[src/hdl/pcr_pkg.sv]
package pcr_pkg;

  localparam int          IRQ_WIDTH = 16;
  localparam int          DRQ_WIDTH = 4;
  // consecutive high samples needed before the line may be pulled
  localparam logic [1:0]  ARM_COUNT = 2'h2;
  localparam logic        LINE_LOW  = 1'h0;

  // two edges of hold: start edge enters drive, next edge leaves it
  typedef enum logic {
    PCR_IDLE  = 1'b0,
    PCR_DRIVE = 1'b1
  } pcr_state_t;

endpackage

[src/hdl/pcr_trig_if.sv]
`timescale 1ns/1ps
interface pcr_trig_if;
  logic change;
  logic pending;
  logic delivered;
  logic enable;

  modport det (
    output change,
    output pending,
    input  delivered,
    input  enable
  );

  modport ctl (
    input  change,
    input  pending,
    output delivered,
    output enable
  );
endinterface

[src/hdl/pcr_clock_restart.sv]
`timescale 1ns/1ps
module pcr_clock_restart #(
  parameter int IRQ_W = pcr_pkg::IRQ_WIDTH,
  parameter int DRQ_W = pcr_pkg::DRQ_WIDTH
) (
  input  wire logic             clk_i,
  input  wire logic             srst_i,
  input  wire logic             clkrun_i,
  output logic                  clkrun_o,
  output logic                  clkrun_oe_o,
  input  wire logic             clock_restart_enable_i,
  input  wire logic [IRQ_W-1:0] irq_i,
  input  wire logic [DRQ_W-1:0] drq_i,
  input  wire logic             delivered_i,
  output logic                  serial_irq_enable_o,
  output logic                  serial_irq_drive_ok_o,
  output logic                  dma_request_drive_ok_o,
  output logic                  pending_o
);
  import pcr_pkg::*;

  pcr_trig_if trig ();

  pcr_state_t state_reg;
  pcr_state_t state_next;
  logic [1:0] high_cnt_reg;
  logic [1:0] high_cnt_next;
  logic       running_reg;
  logic       running_next;
  logic       armed;
  logic       request;
  logic       start;

  pcr_trigger_detect #(
    .IRQ_W (IRQ_W),
    .DRQ_W (DRQ_W)
  ) pcr_trigger_detect_i (
    .clk_i  (clk_i),
    .srst_i (srst_i),
    .irq_i  (irq_i),
    .drq_i  (drq_i),
    .trig   (trig)
  );

  assign trig.enable    = clock_restart_enable_i;
  assign trig.delivered = delivered_i;

  ////////////////////////////////////////////////////////////////////////////
  // start is combinational so the pull-down begins without a clock edge
  // live line not read here: our own pull would feed back and ring;
  // armed already says the last two samples were high
  assign armed   = (high_cnt_reg == ARM_COUNT);
  assign request = trig.change | trig.pending;
  assign start   = clock_restart_enable_i && request && armed
                   && (state_reg == PCR_IDLE) && !srst_i;

  assign clkrun_o    = LINE_LOW;
  assign clkrun_oe_o = clock_restart_enable_i && !srst_i
                       && (start || (state_reg == PCR_DRIVE));

  // frames wait until the line was seen low, i.e. clock is running
  assign serial_irq_enable_o    = clock_restart_enable_i;
  assign serial_irq_drive_ok_o  = clock_restart_enable_i && running_reg;
  assign dma_request_drive_ok_o = clock_restart_enable_i && running_reg;
  assign pending_o              = trig.pending;

  always_comb begin
    state_next    = state_reg;
    high_cnt_next = high_cnt_reg;
    running_next  = !clkrun_i;
    if (!clkrun_i) begin
      high_cnt_next = 2'h0;
    end else if (high_cnt_reg != ARM_COUNT) begin
      high_cnt_next = high_cnt_reg + 2'h1;
    end
    unique case (state_reg)
      PCR_IDLE: begin
        if (start) begin
          state_next = PCR_DRIVE;
        end
      end
      PCR_DRIVE: begin
        state_next = PCR_IDLE;
      end
    endcase
    if (srst_i) begin
      state_next    = PCR_IDLE;
      high_cnt_next = 2'h0;
      running_next  = 1'b0;
    end
  end

  always_ff @(posedge clk_i) begin
    state_reg    <= state_next;
    high_cnt_reg <= high_cnt_next;
    running_reg  <= running_next;
  end
endmodule

[src/hdl/pcr_trigger_detect.sv]
`timescale 1ns/1ps
module pcr_trigger_detect #(
  parameter int IRQ_W = pcr_pkg::IRQ_WIDTH,
  parameter int DRQ_W = pcr_pkg::DRQ_WIDTH
) (
  input  wire logic             clk_i,
  input  wire logic             srst_i,
  input  wire logic [IRQ_W-1:0] irq_i,
  input  wire logic [DRQ_W-1:0] drq_i,
  pcr_trig_if.det               trig
);
  import pcr_pkg::*;

  logic [IRQ_W-1:0] irq_last_reg;
  logic [IRQ_W-1:0] irq_last_next;
  logic [DRQ_W-1:0] drq_last_reg;
  logic [DRQ_W-1:0] drq_last_next;
  logic             pending_reg;
  logic             pending_next;
  logic             change;

  ////////////////////////////////////////////////////////////////////////////
  // compared against last snapshot combinationally: an irq change or a drq rise shows even while
  // the clock is stopped, since the snapshot cannot move without edges
  assign change       = (|(irq_i ^ irq_last_reg)) | (|(drq_i & ~drq_last_reg));
  assign trig.change  = change & trig.enable;
  assign trig.pending = pending_reg;

  always_comb begin
    irq_last_next = irq_i;
    drq_last_next = drq_i;
    pending_next  = pending_reg;
    if (trig.delivered) begin
      pending_next = 1'b0;
    end
    if (change && trig.enable) begin
      pending_next = 1'b1;
    end
    if (!trig.enable) begin
      pending_next = 1'b0;
    end
    if (srst_i) begin
      irq_last_next = '0;
      drq_last_next = '0;
      pending_next  = 1'b0;
    end
  end

  always_ff @(posedge clk_i) begin
    irq_last_reg <= irq_last_next;
    drq_last_reg <= drq_last_next;
    pending_reg  <= pending_next;
  end
endmodule

[config.mk]
export PLATFORM = sky130hd
export DESIGN_NAME = pcr_clock_restart
export DESIGN_NICKNAME = d
export VERILOG_FILES = /design/src/hdl/pcr_pkg.sv /design/src/hdl/pcr_trig_if.sv /design/src/hdl/pcr_clock_restart.sv /design/src/hdl/pcr_trigger_detect.sv
export SDC_FILE = /design/constraint.sdc
export NUM_CORES = 1
export LEC_CHECK = 0
export BUFFER_PORTS_ARGS = -buffer_cell sky130_fd_sc_hd__buf_2
export CORE_MARGIN = 5
export CORE_UTILIZATION = 25
export DETAILED_ROUTE_END_ITERATION = 10
export GPL_ROUTABILITY_DRIVEN = 1
export PLACE_DENSITY = 0.42
export SYNTH_ARGS = -nofsm -noshare
export SYNTH_HDL_FRONTEND = slang
export SYNTH_SLANG_ARGS = --single-unit
[constraint.sdc]
create_clock -name clk_i -period 1.8 [get_ports clk_i]
set_input_delay 0.36 -clock clk_i [delete_from_list [all_inputs] [get_ports clk_i]]
set_output_delay 0.36 -clock clk_i [all_outputs]
set_load 0.01 [all_outputs]
Word level (Yosys, flattened, before mapping)
Index checks and enable logic that the tools add are counted.
{ "op_classes": {"eq_ne": 2, "reduce_logical": 16, "bitwise": 9, "muxes": 4, "n_addsub": 1} }
{ "op_table": {"columns": ["cell", "count"], "rows": [
  ["16-bit OR reduction", 1],
  ["16-bit XOR", 1],
  ["1-bit logical AND", 8],
  ["4-bit AND", 1],
  ["4-bit NOT", 1],
  ["2-bit OR reduction", 2],
  ["4-bit OR reduction", 1],
  ["1-bit 2-to-1 mux", 3],
  ["1-bit NOT", 3],
  ["2-bit by 1-bit adder with 2-bit output (second input constant)", 1],
  ["2-bit == test (second input constant)", 1],
  ["1-bit logical NOT", 2],
  ["2-bit inequality test (second input constant)", 1],
  ["1-bit OR", 2],
  ["1-bit case mux with 2 select lines", 1],
  ["2-bit nonzero test", 1],
  ["1-bit AND", 1],
  ["1-bit logical OR", 1]
]} }
{ "word_totals": {"register_bits": 25, "input_bits": 25, "wordCells": 38} }

Logic depth before layout (Yosys ltp)
Gate-level depths: netlist of run 1.
{ "depth": {"depth_word": 12, "depth_mapped": 5, "ltp_nobuf": 5} }

Cells and area by module
A second synthesis of run 1 with hierarchy kept.
{ "hier_totals": {"cells_unflattened": 98, "hier_area_um2": 984.7} }
{ "by_module_without_submodules": {"columns": ["mod", "seq_area_each_um2", "cells_each", "area_per_inst_um2", "instances"], "rows": [
  ["pcr_trigger_detect", 420.4, 75, 789.5, 1],
  ["pcr_clock_restart", 80.1, 23, 195.2, 1]
]} }

Worst setup path before layout of run 1
OpenSTA, ideal clock, no wires.
{ "synth_timing": {"path_kind": "input -> output", "start": "input port irq_i[5]", "end": "output port clkrun_oe_o", "setup_slack_ns": 0.476, "n_path_buf": 0, "arrival_ns": 0.964, "t_required_ns": 1.440, "path_stages": 4, "path_cell_list": "xnor2_1 nand4_1 nor3_2 a31oi_1"} }
{ "synth_via": {"elab_chain_len": 11} }
{ "synth_rtl": {"columns": ["item", "line_no", "source"], "rows": [
  ["from (decl)", "pcr_clock_restart.sv:12", "input wire logic [IRQ_W-1:0] irq_i,"],
  ["16-bit XOR", "pcr_trigger_detect.sv:25", "assign change = (|(irq_i ^ irq_last_reg)) | (|(drq_i & ~drq_last_reg));"],
  ["16-bit OR reduction", "pcr_trigger_detect.sv:25", null],
  ["1-bit OR", "pcr_trigger_detect.sv:25", null],
  ["1-bit AND", "pcr_trigger_detect.sv:26", "assign trig.change = change & trig.enable;"],
  ["1-bit OR", "pcr_clock_restart.sv:53", "assign request = trig.change | trig.pending;"],
  ["1-bit logical AND (2 in series)", "pcr_clock_restart.sv:54", "assign start = clock_restart_enable_i && request && armed"],
  ["1-bit logical AND (2 in series)", "pcr_clock_restart.sv:55", "&& (state_reg == PCR_IDLE) && !srst_i;"],
  ["1-bit logical OR", "pcr_clock_restart.sv:59", "&& (start || (state_reg == PCR_DRIVE));"],
  ["1-bit logical AND", "pcr_clock_restart.sv:59", null],
  ["to (decl)", "pcr_clock_restart.sv:10", "output logic clkrun_oe_o,"]
]} }
No other way between the ends.

Worst setup path after layout of run 1
{ "layout_timing": {"start": "register pcr_trigger_detect_i.irq_last_reg[13]", "end": "output port clkrun_oe_o"} }
{ "layout_via": {"elab_chain_len": 11} }
{ "layout_rtl": {"columns": ["item", "line_no", "source"], "rows": [
  ["from (decl)", "pcr_trigger_detect.sv:14", "logic [IRQ_W-1:0] irq_last_reg;"],
  ["from (signal assigned)", "pcr_trigger_detect.sv:50", "irq_last_reg <= irq_last_next;"],
  ["16-bit XOR", "pcr_trigger_detect.sv:25", null],
  ["16-bit OR reduction", "pcr_trigger_detect.sv:25", null],
  ["1-bit OR", "pcr_trigger_detect.sv:25", null],
  ["1-bit AND", "pcr_trigger_detect.sv:26", null],
  ["1-bit OR", "pcr_clock_restart.sv:53", null],
  ["1-bit logical AND (2 in series)", "pcr_clock_restart.sv:54", null],
  ["1-bit logical AND (2 in series)", "pcr_clock_restart.sv:55", null],
  ["1-bit logical OR", "pcr_clock_restart.sv:59", null],
  ["1-bit logical AND", "pcr_clock_restart.sv:59", null]
]} }
No other way between the ends.

==> impl_metrics.tcl, run 1 <==
set metrics [dict create \
    status "finished clean" \
    clk_pin_slew_ns 0.08 \
    die_area_um2 5270 \
    synth_flop_cell "dfxtp_1" \
    worst-path-stages 5 \
    cts_max_level 1 \
    crit_chain "xnor2_1 -> nand4_1 -> nor3_2 -> a31oi_1 -> buf_2" \
    synthTopCellsByCount "dfxtp_1 (25), nor2b_1 (20), xnor2_1 (16), nor2_1 (8)" \
    grt_start_max_net_pins 23 \
    wl_met1_um 798 \
    area_delta_synth_final_pct 25.8 \
    first_pass_iters 4 \
    synth_top_area_cell "dfxtp_1" \
    synth_xor_area_frac 0.152 \
    grt_pass1_vias 689 \
    avgSynthCellArea_um2 10.0 \
    p_leak_nw 0.512 \
    grt_use_total 0.0713 \
    finalSetupViolCount 0 \
    startpoint "pcr_trigger_detect_i.irq_last_reg[13]" \
    synth_seq_cells 25 \
    place_congestion 0.678 \
    port_buffers 29 \
    fillerInstances 398 \
    holdWs_ns 0.258 \
    insertion_delay_ns 0.26 \
    critPathBufInv 1 \
    worstSetupEndpointType "primary output" \
    cp-start-kind "flop" \
    synth_compound_area_frac 0.0396 \
    num_antenna_cells 0 \
    finClkSkew_ns 0.00123 \
    hold_depth 2 \
    r2r_cells 5 \
    switching_share 0.217 \
    intPower_mw 0.811 \
    clockPowerShare 0.304 \
    via_per_inst 3.95 \
    cp_max_fo 2 \
    dpl.hpwl_mm 1.40 \
    yosys.cell_types.count 21 \
    seq_power_share 0.573 \
    clkSinkCount 25 \
    antenna_found_initial 0 \
    hold_viol 0 \
    power_switching_mw 0.225 \
    rows 22 \
    drv_cap 0 \
    dr.max_layer_used "met4" \
    grt_overflow 0 \
    synth_seq_area_share 0.511 \
    ff_latch_area_um2 503 \
    crit_arrival_ns 1.34 \
    yosysTopAreaCellShare 0.511 \
    cts-root-buf "clkbuf_8" \
    syn_nets 124 \
    wl_mm 1.78 \
    io_pins 31 \
    largest_reg_flops 16 \
    design_area_um2 1230 \
    fin_util 0.332 \
    clockBufferDepth 2 \
    post-route-min-period_ns 1.70 \
    wl_per_cell_um 10.1 \
    syn_inst 98 \
    yosys-top-cells-area "dfxtp_1 (51%), xnor2_1 (14%), nor2b_1 (13%), nor2_1 (3.1%), nand2b_1 (2.6%)" \
    maxSlewViolCount 0 \
    cp_top_family "simple AND/OR/NAND/NOR gates" \
    synth-edff-count 0 \
    required_ns 1.44 \
    setup_tns_ns 0 \
    dr_total_vias 695 \
    synth-adder-area-share 0.0128 \
    synthesis.area_um2 980 \
    r2r-start "pcr_trigger_detect_i.irq_last_reg[13]" \
    cts_tree "done" \
    wl_met3_um 169 \
    met2_length_um 799 \
    synthMuxAreaShare 0 \
    grt_pass1_wl_mm 2.88 \
    drc 0 \
    ant_nets 0 \
    cts_buffers 3 \
    die-width_um 72.6 \
    multiInputGateArea_um2 453 \
    slowest_stage "dfxtp_1" \
    irDropWorstVdd_v 0.000519 \
    pwr-share-comb 0.123 \
    powerDensity_nw_per_um2 841 \
    min_from "clkrun_i" \
    rsz0062_at_grt "true" \
    synth_top_family_by_area "simple AND/OR/NAND/NOR gates" \
    yosysMostFrequentCell "dfxtp_1" \
    ctsHoldBuffers 0 \
    core_area_um2 3720 \
    placed_area_um2 1160 \
    max_freq_ghz 0.590 \
    min_path_type "primary input to flop" \
    drive_gt1_frac 0.305 \
    crit_type "flop to primary output" \
    slowest_delay_ns 0.33 \
    async_flop_share 0 \
    initial_core_util 0.264 \
    chipHeight_um 72.6 \
    ys_warn_count 0 \
    nets 155 \
    drt_iter0_markers 31 \
    fin_crit_sh 0.942 \
    place_inst 171 \
    synth_simple_gate_area_frac 0.239 \
    final_cells 176 \
]
## stage by stage
stage | power [mW] | worst slack, ns
final | 1.04 | 0.104
after global routing | 1.10 | -0.0186
after CTS | 1.06 | 0.0353
after detailed placement | 0.732 | 0.144
after global placement | 0.729 | 0.143
after floorplan | 0.684 | 0.476
## power groups by stage
stage,Combinational (mW),Clock [mW],Sequential (mW)
after global routing,0.143,0.362,0.597
after detailed placement,0.126,0,0.606
after CTS,0.127,0.336,0.593
final,0.127,0.315,0.594
after global placement,0.123,0,0.606
after floorplan,0.0792,0,0.605
## timing repair
| action | 4_1_cts | 5_1_grt |
|---|---|---|
| endpoints found under the setup margin | 1 | 1 |
| resized for setup | 0 | 4 |
| setup buffers | 1 | 0 |
| pin swaps | 1 | 12 |
## cells in the final DEF, fill, tap and decap left out
| cell type | n |
|---|---|
| xnor2_2 | 2 |
| nand3b_1 | 1 |
| buf_4 | 2 |
| nor2_1 | 8 |
| xnor2_1 | 14 |
| nand4_1 | 4 |
| xor2_1 | 1 |
| inv_1 | 3 |
| clkbuf_1 | 1 |
| clkbuf_8 | 3 |
| a21oi_1 | 1 |
| conb_1 | 1 |
| a21boi_1 | 1 |
| nor2b_1 | 20 |
| a31oi_1 | 2 |
| and2_1 | 1 |
| nand2b_1 | 4 |
| nor3_1 | 1 |
| ha_1 | 1 |
| o2111ai_1 | 1 |
| dfxtp_2 | 2 |
| buf_2 | 29 |
| nor3_2 | 1 |
| dfxtp_1 | 23 |
| o21ai_0 | 1 |
## layout make-up
class                   instances  share of cell area
multi-input cells              65               0.368
flip-flops and latches         25               0.408
inverters                       3             0.00914
repair buffers                 31               0.130
clock buffers                   4              0.0365
well taps                      48              0.0487
## kinds of logic after synthesis
group           count (synthesis)
compound gates                  6
xor+xnor                       17
fa+ha+maj                       1
buf+inv                         8
flops                          25
other cells                     1
simple gates                   40
## path summary, 6_finish.rpt
path | end | slack (ns)
setup reg to reg | state_reg | 0.66
setup / recovery | clkrun_oe_o | 0.10
hold / removal | running_reg | 0.26
hold reg to reg | high_cnt_reg[1] | 0.50
## metal layers
metal	GRT usage	vias up
met1	0.0794	301
met4	0.0184	0
li1	-	368
met2	0.118	24
met5	0	-
met3	0.0386	2
## worst register-to-register path, stage by stage, from the launching register on
cell and delay, ns:
dfxtp_1 0.33, xnor2_1 0.12, nand4_1 0.13, nor3_2 0.23, buf_4 0.14, a31oi_1 0.08
Power figures use the tool's default switching activity.
==> run 2, diff against run 1 <==
PLACE_DENSITY = default   (was 0.42)
SKIP_CTS_REPAIR_TIMING = 1   (was default)
==> run 2 against run 1 <==
  * Power increased by 1.2%
  * Sequential share of layout area shrank 0.13 points
  * Non-clock buffer count decreased by 1
  * Die area unchanged
  * First-iteration DRC count is 35% lower
  * Sequential power hardly changed
  * Setup slack got worse by 0.058 ns
  * Clock power increased by 3%
  * Design area rose by 0.81%
  * Routed wire length grew 2.1%
  * Critical path type unchanged
  * Largest cell class unchanged
==> impl_metrics.tcl, run 2 (synthesized netlist as in run 1, its figures left out) <==
set metrics [dict create \
    status "finished clean" \
    post-route-min-period_ns 1.75 \
    clockBufferDepth 2 \
    clk_pin_slew_ns 0.08 \
    required_ns 1.44 \
    critPathBufInv 1 \
    drive_gt1_frac 0.331 \
    detailedPlace.worstSlack_ns 0.124 \
    finClkSkew_ns 0.00140 \
    die-width_um 72.6 \
    min_from "clkrun_i" \
    cp-start-kind "flop" \
    io_pins 31 \
    grt_start_max_net_pins 23 \
    wl_mm 1.81 \
    dr_total_vias 701 \
    ant_nets 0 \
    insertion_delay_ns 0.26 \
    ff2ff_setup_slack_ns 0.70 \
    grt_pass1_vias 724 \
    grt_overflow 0 \
    die_area_um2 5270 \
    drc 0 \
    worstReg2RegEnd "state_reg" \
    rsz0062_at_grt "true" \
    hold_depth 2 \
    nets 154 \
    p_leak_nw 0.529 \
    cp_top_family "simple AND/OR/NAND/NOR gates" \
    largest_reg_flops 16 \
    power_mw 1.05 \
    place_congestion 0.625 \
    worstSetupEndpointType "primary output" \
    dpl.hpwl_mm 1.44 \
    drv_cap 0 \
    first_pass_iters 2 \
    core_area_um2 3720 \
    area_delta_synth_final_pct 26.8 \
    slowest_delay_ns 0.33 \
    fillerInstances 399 \
    maxSlewViolCount 0 \
    powerDensity_nw_per_um2 844 \
    cts-root-buf "clkbuf_8" \
    cts_tree "done" \
    holdWs_ns 0.261 \
    grt_pass1_wl_mm 2.88 \
    max_freq_ghz 0.570 \
    fin_util 0.334 \
    wl_per_cell_um 10.4 \
    cp_max_fo 3 \
    cts_buffers 3 \
    crit_arrival_ns 1.39 \
    r2r-start "pcr_trigger_detect_i.irq_last_reg[7]" \
    setup_tns_ns 0 \
    fin_crit_sh 0.974 \
    finalSetupViolCount 0 \
    min_path_type "primary input to flop" \
    r2r_cells 4 \
    mostFrequentLayoutCells "buf_2 (29), dfxtp_1 (21), nor2b_1 (20), xnor2_1 (13), nor2_1 (8)" \
    port_buffers 29 \
    chipHeight_um 72.6 \
    irDropWorstVdd_v 0.000377 \
    crit_chain "xnor2_2 -> nand4_1 -> nor3_4 -> a31oi_1 -> buf_2" \
    grt_use_total 0.0706 \
    clkSinkCount 25 \
    initial_core_util 0.264 \
    slowest_stage "dfxtp_2" \
    drt_iter0_markers 20 \
    rows 22 \
    via_per_inst 4.01 \
    min_to "running_reg" \
    setup_ws_ns 0.0464 \
    final_common_cell "buf_2" \
    cts_max_level 1 \
    num_antenna_cells 0 \
    antenna_found_initial 0 \
    hold_viol 0 \
    crit_type "flop to primary output" \
]
-- run 2: cell types whose count changed in the layout (fill, tap and decap cells not counted) --
cell / previous run / this run
clkbuf_1: 1 / 0
dfxtp_2: 2 / 4
nor3_2: 1 / 0
xnor2_2: 2 / 3
dfxtp_1: 23 / 21
xnor2_1: 14 / 13
clkinv_2: 0 / 1
buf_4: 2 / 1
nor3_4: 0 / 1
-- run 2: where the power goes --
part	switching, mW	internal (mW)
sequential	0.0126	0.583
clock	0.168	0.154
combinational	0.0582	0.0730
total	0.239	0.810
-- run 2: worst reg2reg max path, cell delays in order (launching register included) --
cell and delay (ns):
dfxtp_2 0.33, xnor2_2 0.12, nand4_1 0.17, nor3_4 0.26, a31oi_1 0.11
-- run 2: layout make-up --
cell class	count	area, µm²	share of cell area
Clock buffer	3	41.3	0.0332
Clock inverter	1	5.00	0.00403
Inverter	3	11.3	0.00906
Multi-Input combinational cell	65	467	0.376
Sequential cell	25	505	0.407
Tap cell	48	60.1	0.0483
Timing Repair Buffer	30	153	0.123
-- run 2: how the worst max path moves through the flow --
stage | from | endpoint | slack [ns] | depth (start not counted)
6_report | pcr_trigger_detect_i.irq_last_reg[7] | clkrun_oe_o | 0.05 | 5
5_1_grt | pcr_trigger_detect_i.irq_last_reg[3] | clkrun_oe_o | -0.06 | 5
4_1_cts | pcr_trigger_detect_i.irq_last_reg[13] | clkrun_oe_o | 0.002 | 5
3_5_place_dp | irq_i[13] | clkrun_oe_o | 0.12 | 6
3_3_place_gp | irq_i[0] | clkrun_oe_o | 0.14 | 6
2_1_floorplan | irq_i[5] | clkrun_oe_o | 0.48 | 4
-- run 2: layer usage --
layer  up-vias  track usage  share of wire
li1        364            -              -
met1       315       0.0816           0.43
met2        20        0.116           0.48
met3         2       0.0220          0.079
met4         0       0.0369         0.0050
met5         -            0              0
-- run 2: per-stage QoR --
step | std cells | area, µm²
6_report | 175 | 1240
5_1_grt | 175 | 1240
4_1_cts | 175 | 1210
3_5_place_dp | 171 | 1160
3_3_place_gp | 171 | 1160
2_1_floorplan | 98 | 980
==> run 3, diff against run 2 <==
GPL_TIMING_DRIVEN = 1   (was default)
clock period = 1.6 ns   (was 1.8 ns; I/O delays follow)
==> run 3 against run 2 <==
  * Setup slack got worse by 0.16 ns
  * Power is 12% higher
  * The flow now finishes with violations (negative setup slack)
  * Clock-buffer cell count stayed put
  * First-iteration DRC count increased by 15%
  * Routed wire length grew 2.4%
  * Core utilization is 0.067 points higher
  * Sequential share of layout area about the same
==> impl_metrics.tcl, run 3 (synthesized netlist as in run 1, its figures left out) <==
set metrics [dict create \
    status "finished with violations" \
    failed_checks "negative setup slack" \
    wl_mm 1.86 \
    fin_crit_sh 1.07 \
    ant_nets 0 \
    finClkSkew_ns 0.00394 \
    wl_met1_um 769 \
    finalSetupViolCount 1 \
    clk_pin_slew_ns 0.08 \
    port_buffers 29 \
    place_inst 172 \
    final_common_cell "buf_2" \
    chipHeight_um 72.6 \
    mostFrequentLayoutCells "buf_2 (29), nor2b_1 (20), dfxtp_1 (20), xnor2_1 (13), nor2_1 (8)" \
    slowest_delay_ns 0.33 \
    max_freq_ghz 0.583 \
    rsz0062_at_grt "true" \
    p_leak_nw 0.521 \
    crit_chain "xnor2_2 -> nand4_1 -> nor3_2 -> a31oi_1 -> buf_2" \
    dr_total_vias 712 \
    drive_gt1_frac 0.344 \
    grt_pass1_vias 740 \
    largest_reg_flops 16 \
    drc 0 \
    drv_cap 0 \
    crit_arrival_ns 1.40 \
    final_cells 176 \
    holdWs_ns 0.216 \
    grt_start_max_net_pins 23 \
    powerDensity_nw_per_um2 947 \
    grt_overflow 0 \
    design_area_um2 1240 \
    dpl.hpwl_mm 1.48 \
    core_area_um2 3720 \
    clockBufferDepth 2 \
    irDropWorstVdd_v 0.000448 \
    cp_top_family "simple AND/OR/NAND/NOR gates" \
    min_path_type "primary input to flop" \
    wl_per_cell_um 10.6 \
    setup_ws_ns -0.116 \
    crit_type "flop to primary output" \
    worstSetupEndpointType "primary output" \
    required_ns 1.28 \
    met2_length_um 923 \
    placed_area_um2 1170 \
    cp-start-kind "flop" \
    critPathBufInv 1 \
    first_pass_iters 4 \
    cts_tree "done" \
    io_pins 31 \
    clkSinkCount 25 \
    cts_max_level 1 \
    dr.max_layer_used "met4" \
    detailedPlace.worstSlack_ns 0.0571 \
    setup_tns_ns -0.116 \
    via_per_inst 4.05 \
    die_area_um2 5270 \
    slowest_stage "dfxtp_2" \
    antenna_found_initial 0 \
    die-width_um 72.6 \
    cts_buffers 3 \
    num_antenna_cells 0 \
    fillerInstances 382 \
    maxSlewViolCount 0 \
    wl_met3_um 147 \
    post-route-min-period_ns 1.72 \
    area_delta_synth_final_pct 27.1 \
    insertion_delay_ns 0.26 \
    grt_pass1_wl_mm 3.02 \
    place_congestion 0.651 \
    cp_max_fo 2 \
    power_mw 1.18 \
    hold_viol 0 \
    cts-root-buf "clkbuf_8" \
    nets 155 \
    initial_core_util 0.264 \
    drt_iter0_markers 23 \
    rows 22 \
    grt_use_total 0.0743 \
    fin_util 0.335 \
]
run 3: cell types whose count changed in the layout (fill, tap and decap cells not counted), sizes merged:
cell / delta
buf: +1
run 3: area by class of cell:
type / instances / area [µm²] / area share
flip-flops and latches: 25 / 507 / 0.407
clock buffers: 3 / 41.3 / 0.0332
clock inverters: 1 / 5.00 / 0.00402
inverters: 3 / 11.3 / 0.00905
well taps: 48 / 60.1 / 0.0482
multi-input cells: 65 / 460 / 0.370
repair buffers: 31 / 160 / 0.129
run 3: layer usage:
metal,GRT usage,up-vias
met1,0.0773,321
met4,0.0246,0
li1,-,365
met3,0.0344,4
met5,0,-
met2,0.131,22
run 3: final timing paths:
path                                    startpoint          end  slack (ns)  cells past startpoint
max          pcr_trigger_detect_i.irq_last_reg[12]  clkrun_oe_o       -0.12                      5
min reg2reg      pcr_trigger_detect_i.trig.pending    state_reg        0.51                      2
max reg2reg  pcr_trigger_detect_i.irq_last_reg[12]    state_reg        0.40                      5
min                                       clkrun_i  running_reg        0.22                      2
run 3: worst reg2reg max path, stage by stage (launching register included):
cell and delay [ns]:
dfxtp_2 0.33, xnor2_2 0.13, nand4_1 0.13, nor3_2 0.26, buf_4 0.15, a31oi_1 0.07
run 3: where the power goes:
group	switching (mW)	total (mW)	internal, mW
clock network	0.188	0.362	0.174
registers	0.0142	0.670	0.656
logic	0.0643	0.146	0.0821
total	0.267	1.18	0.912
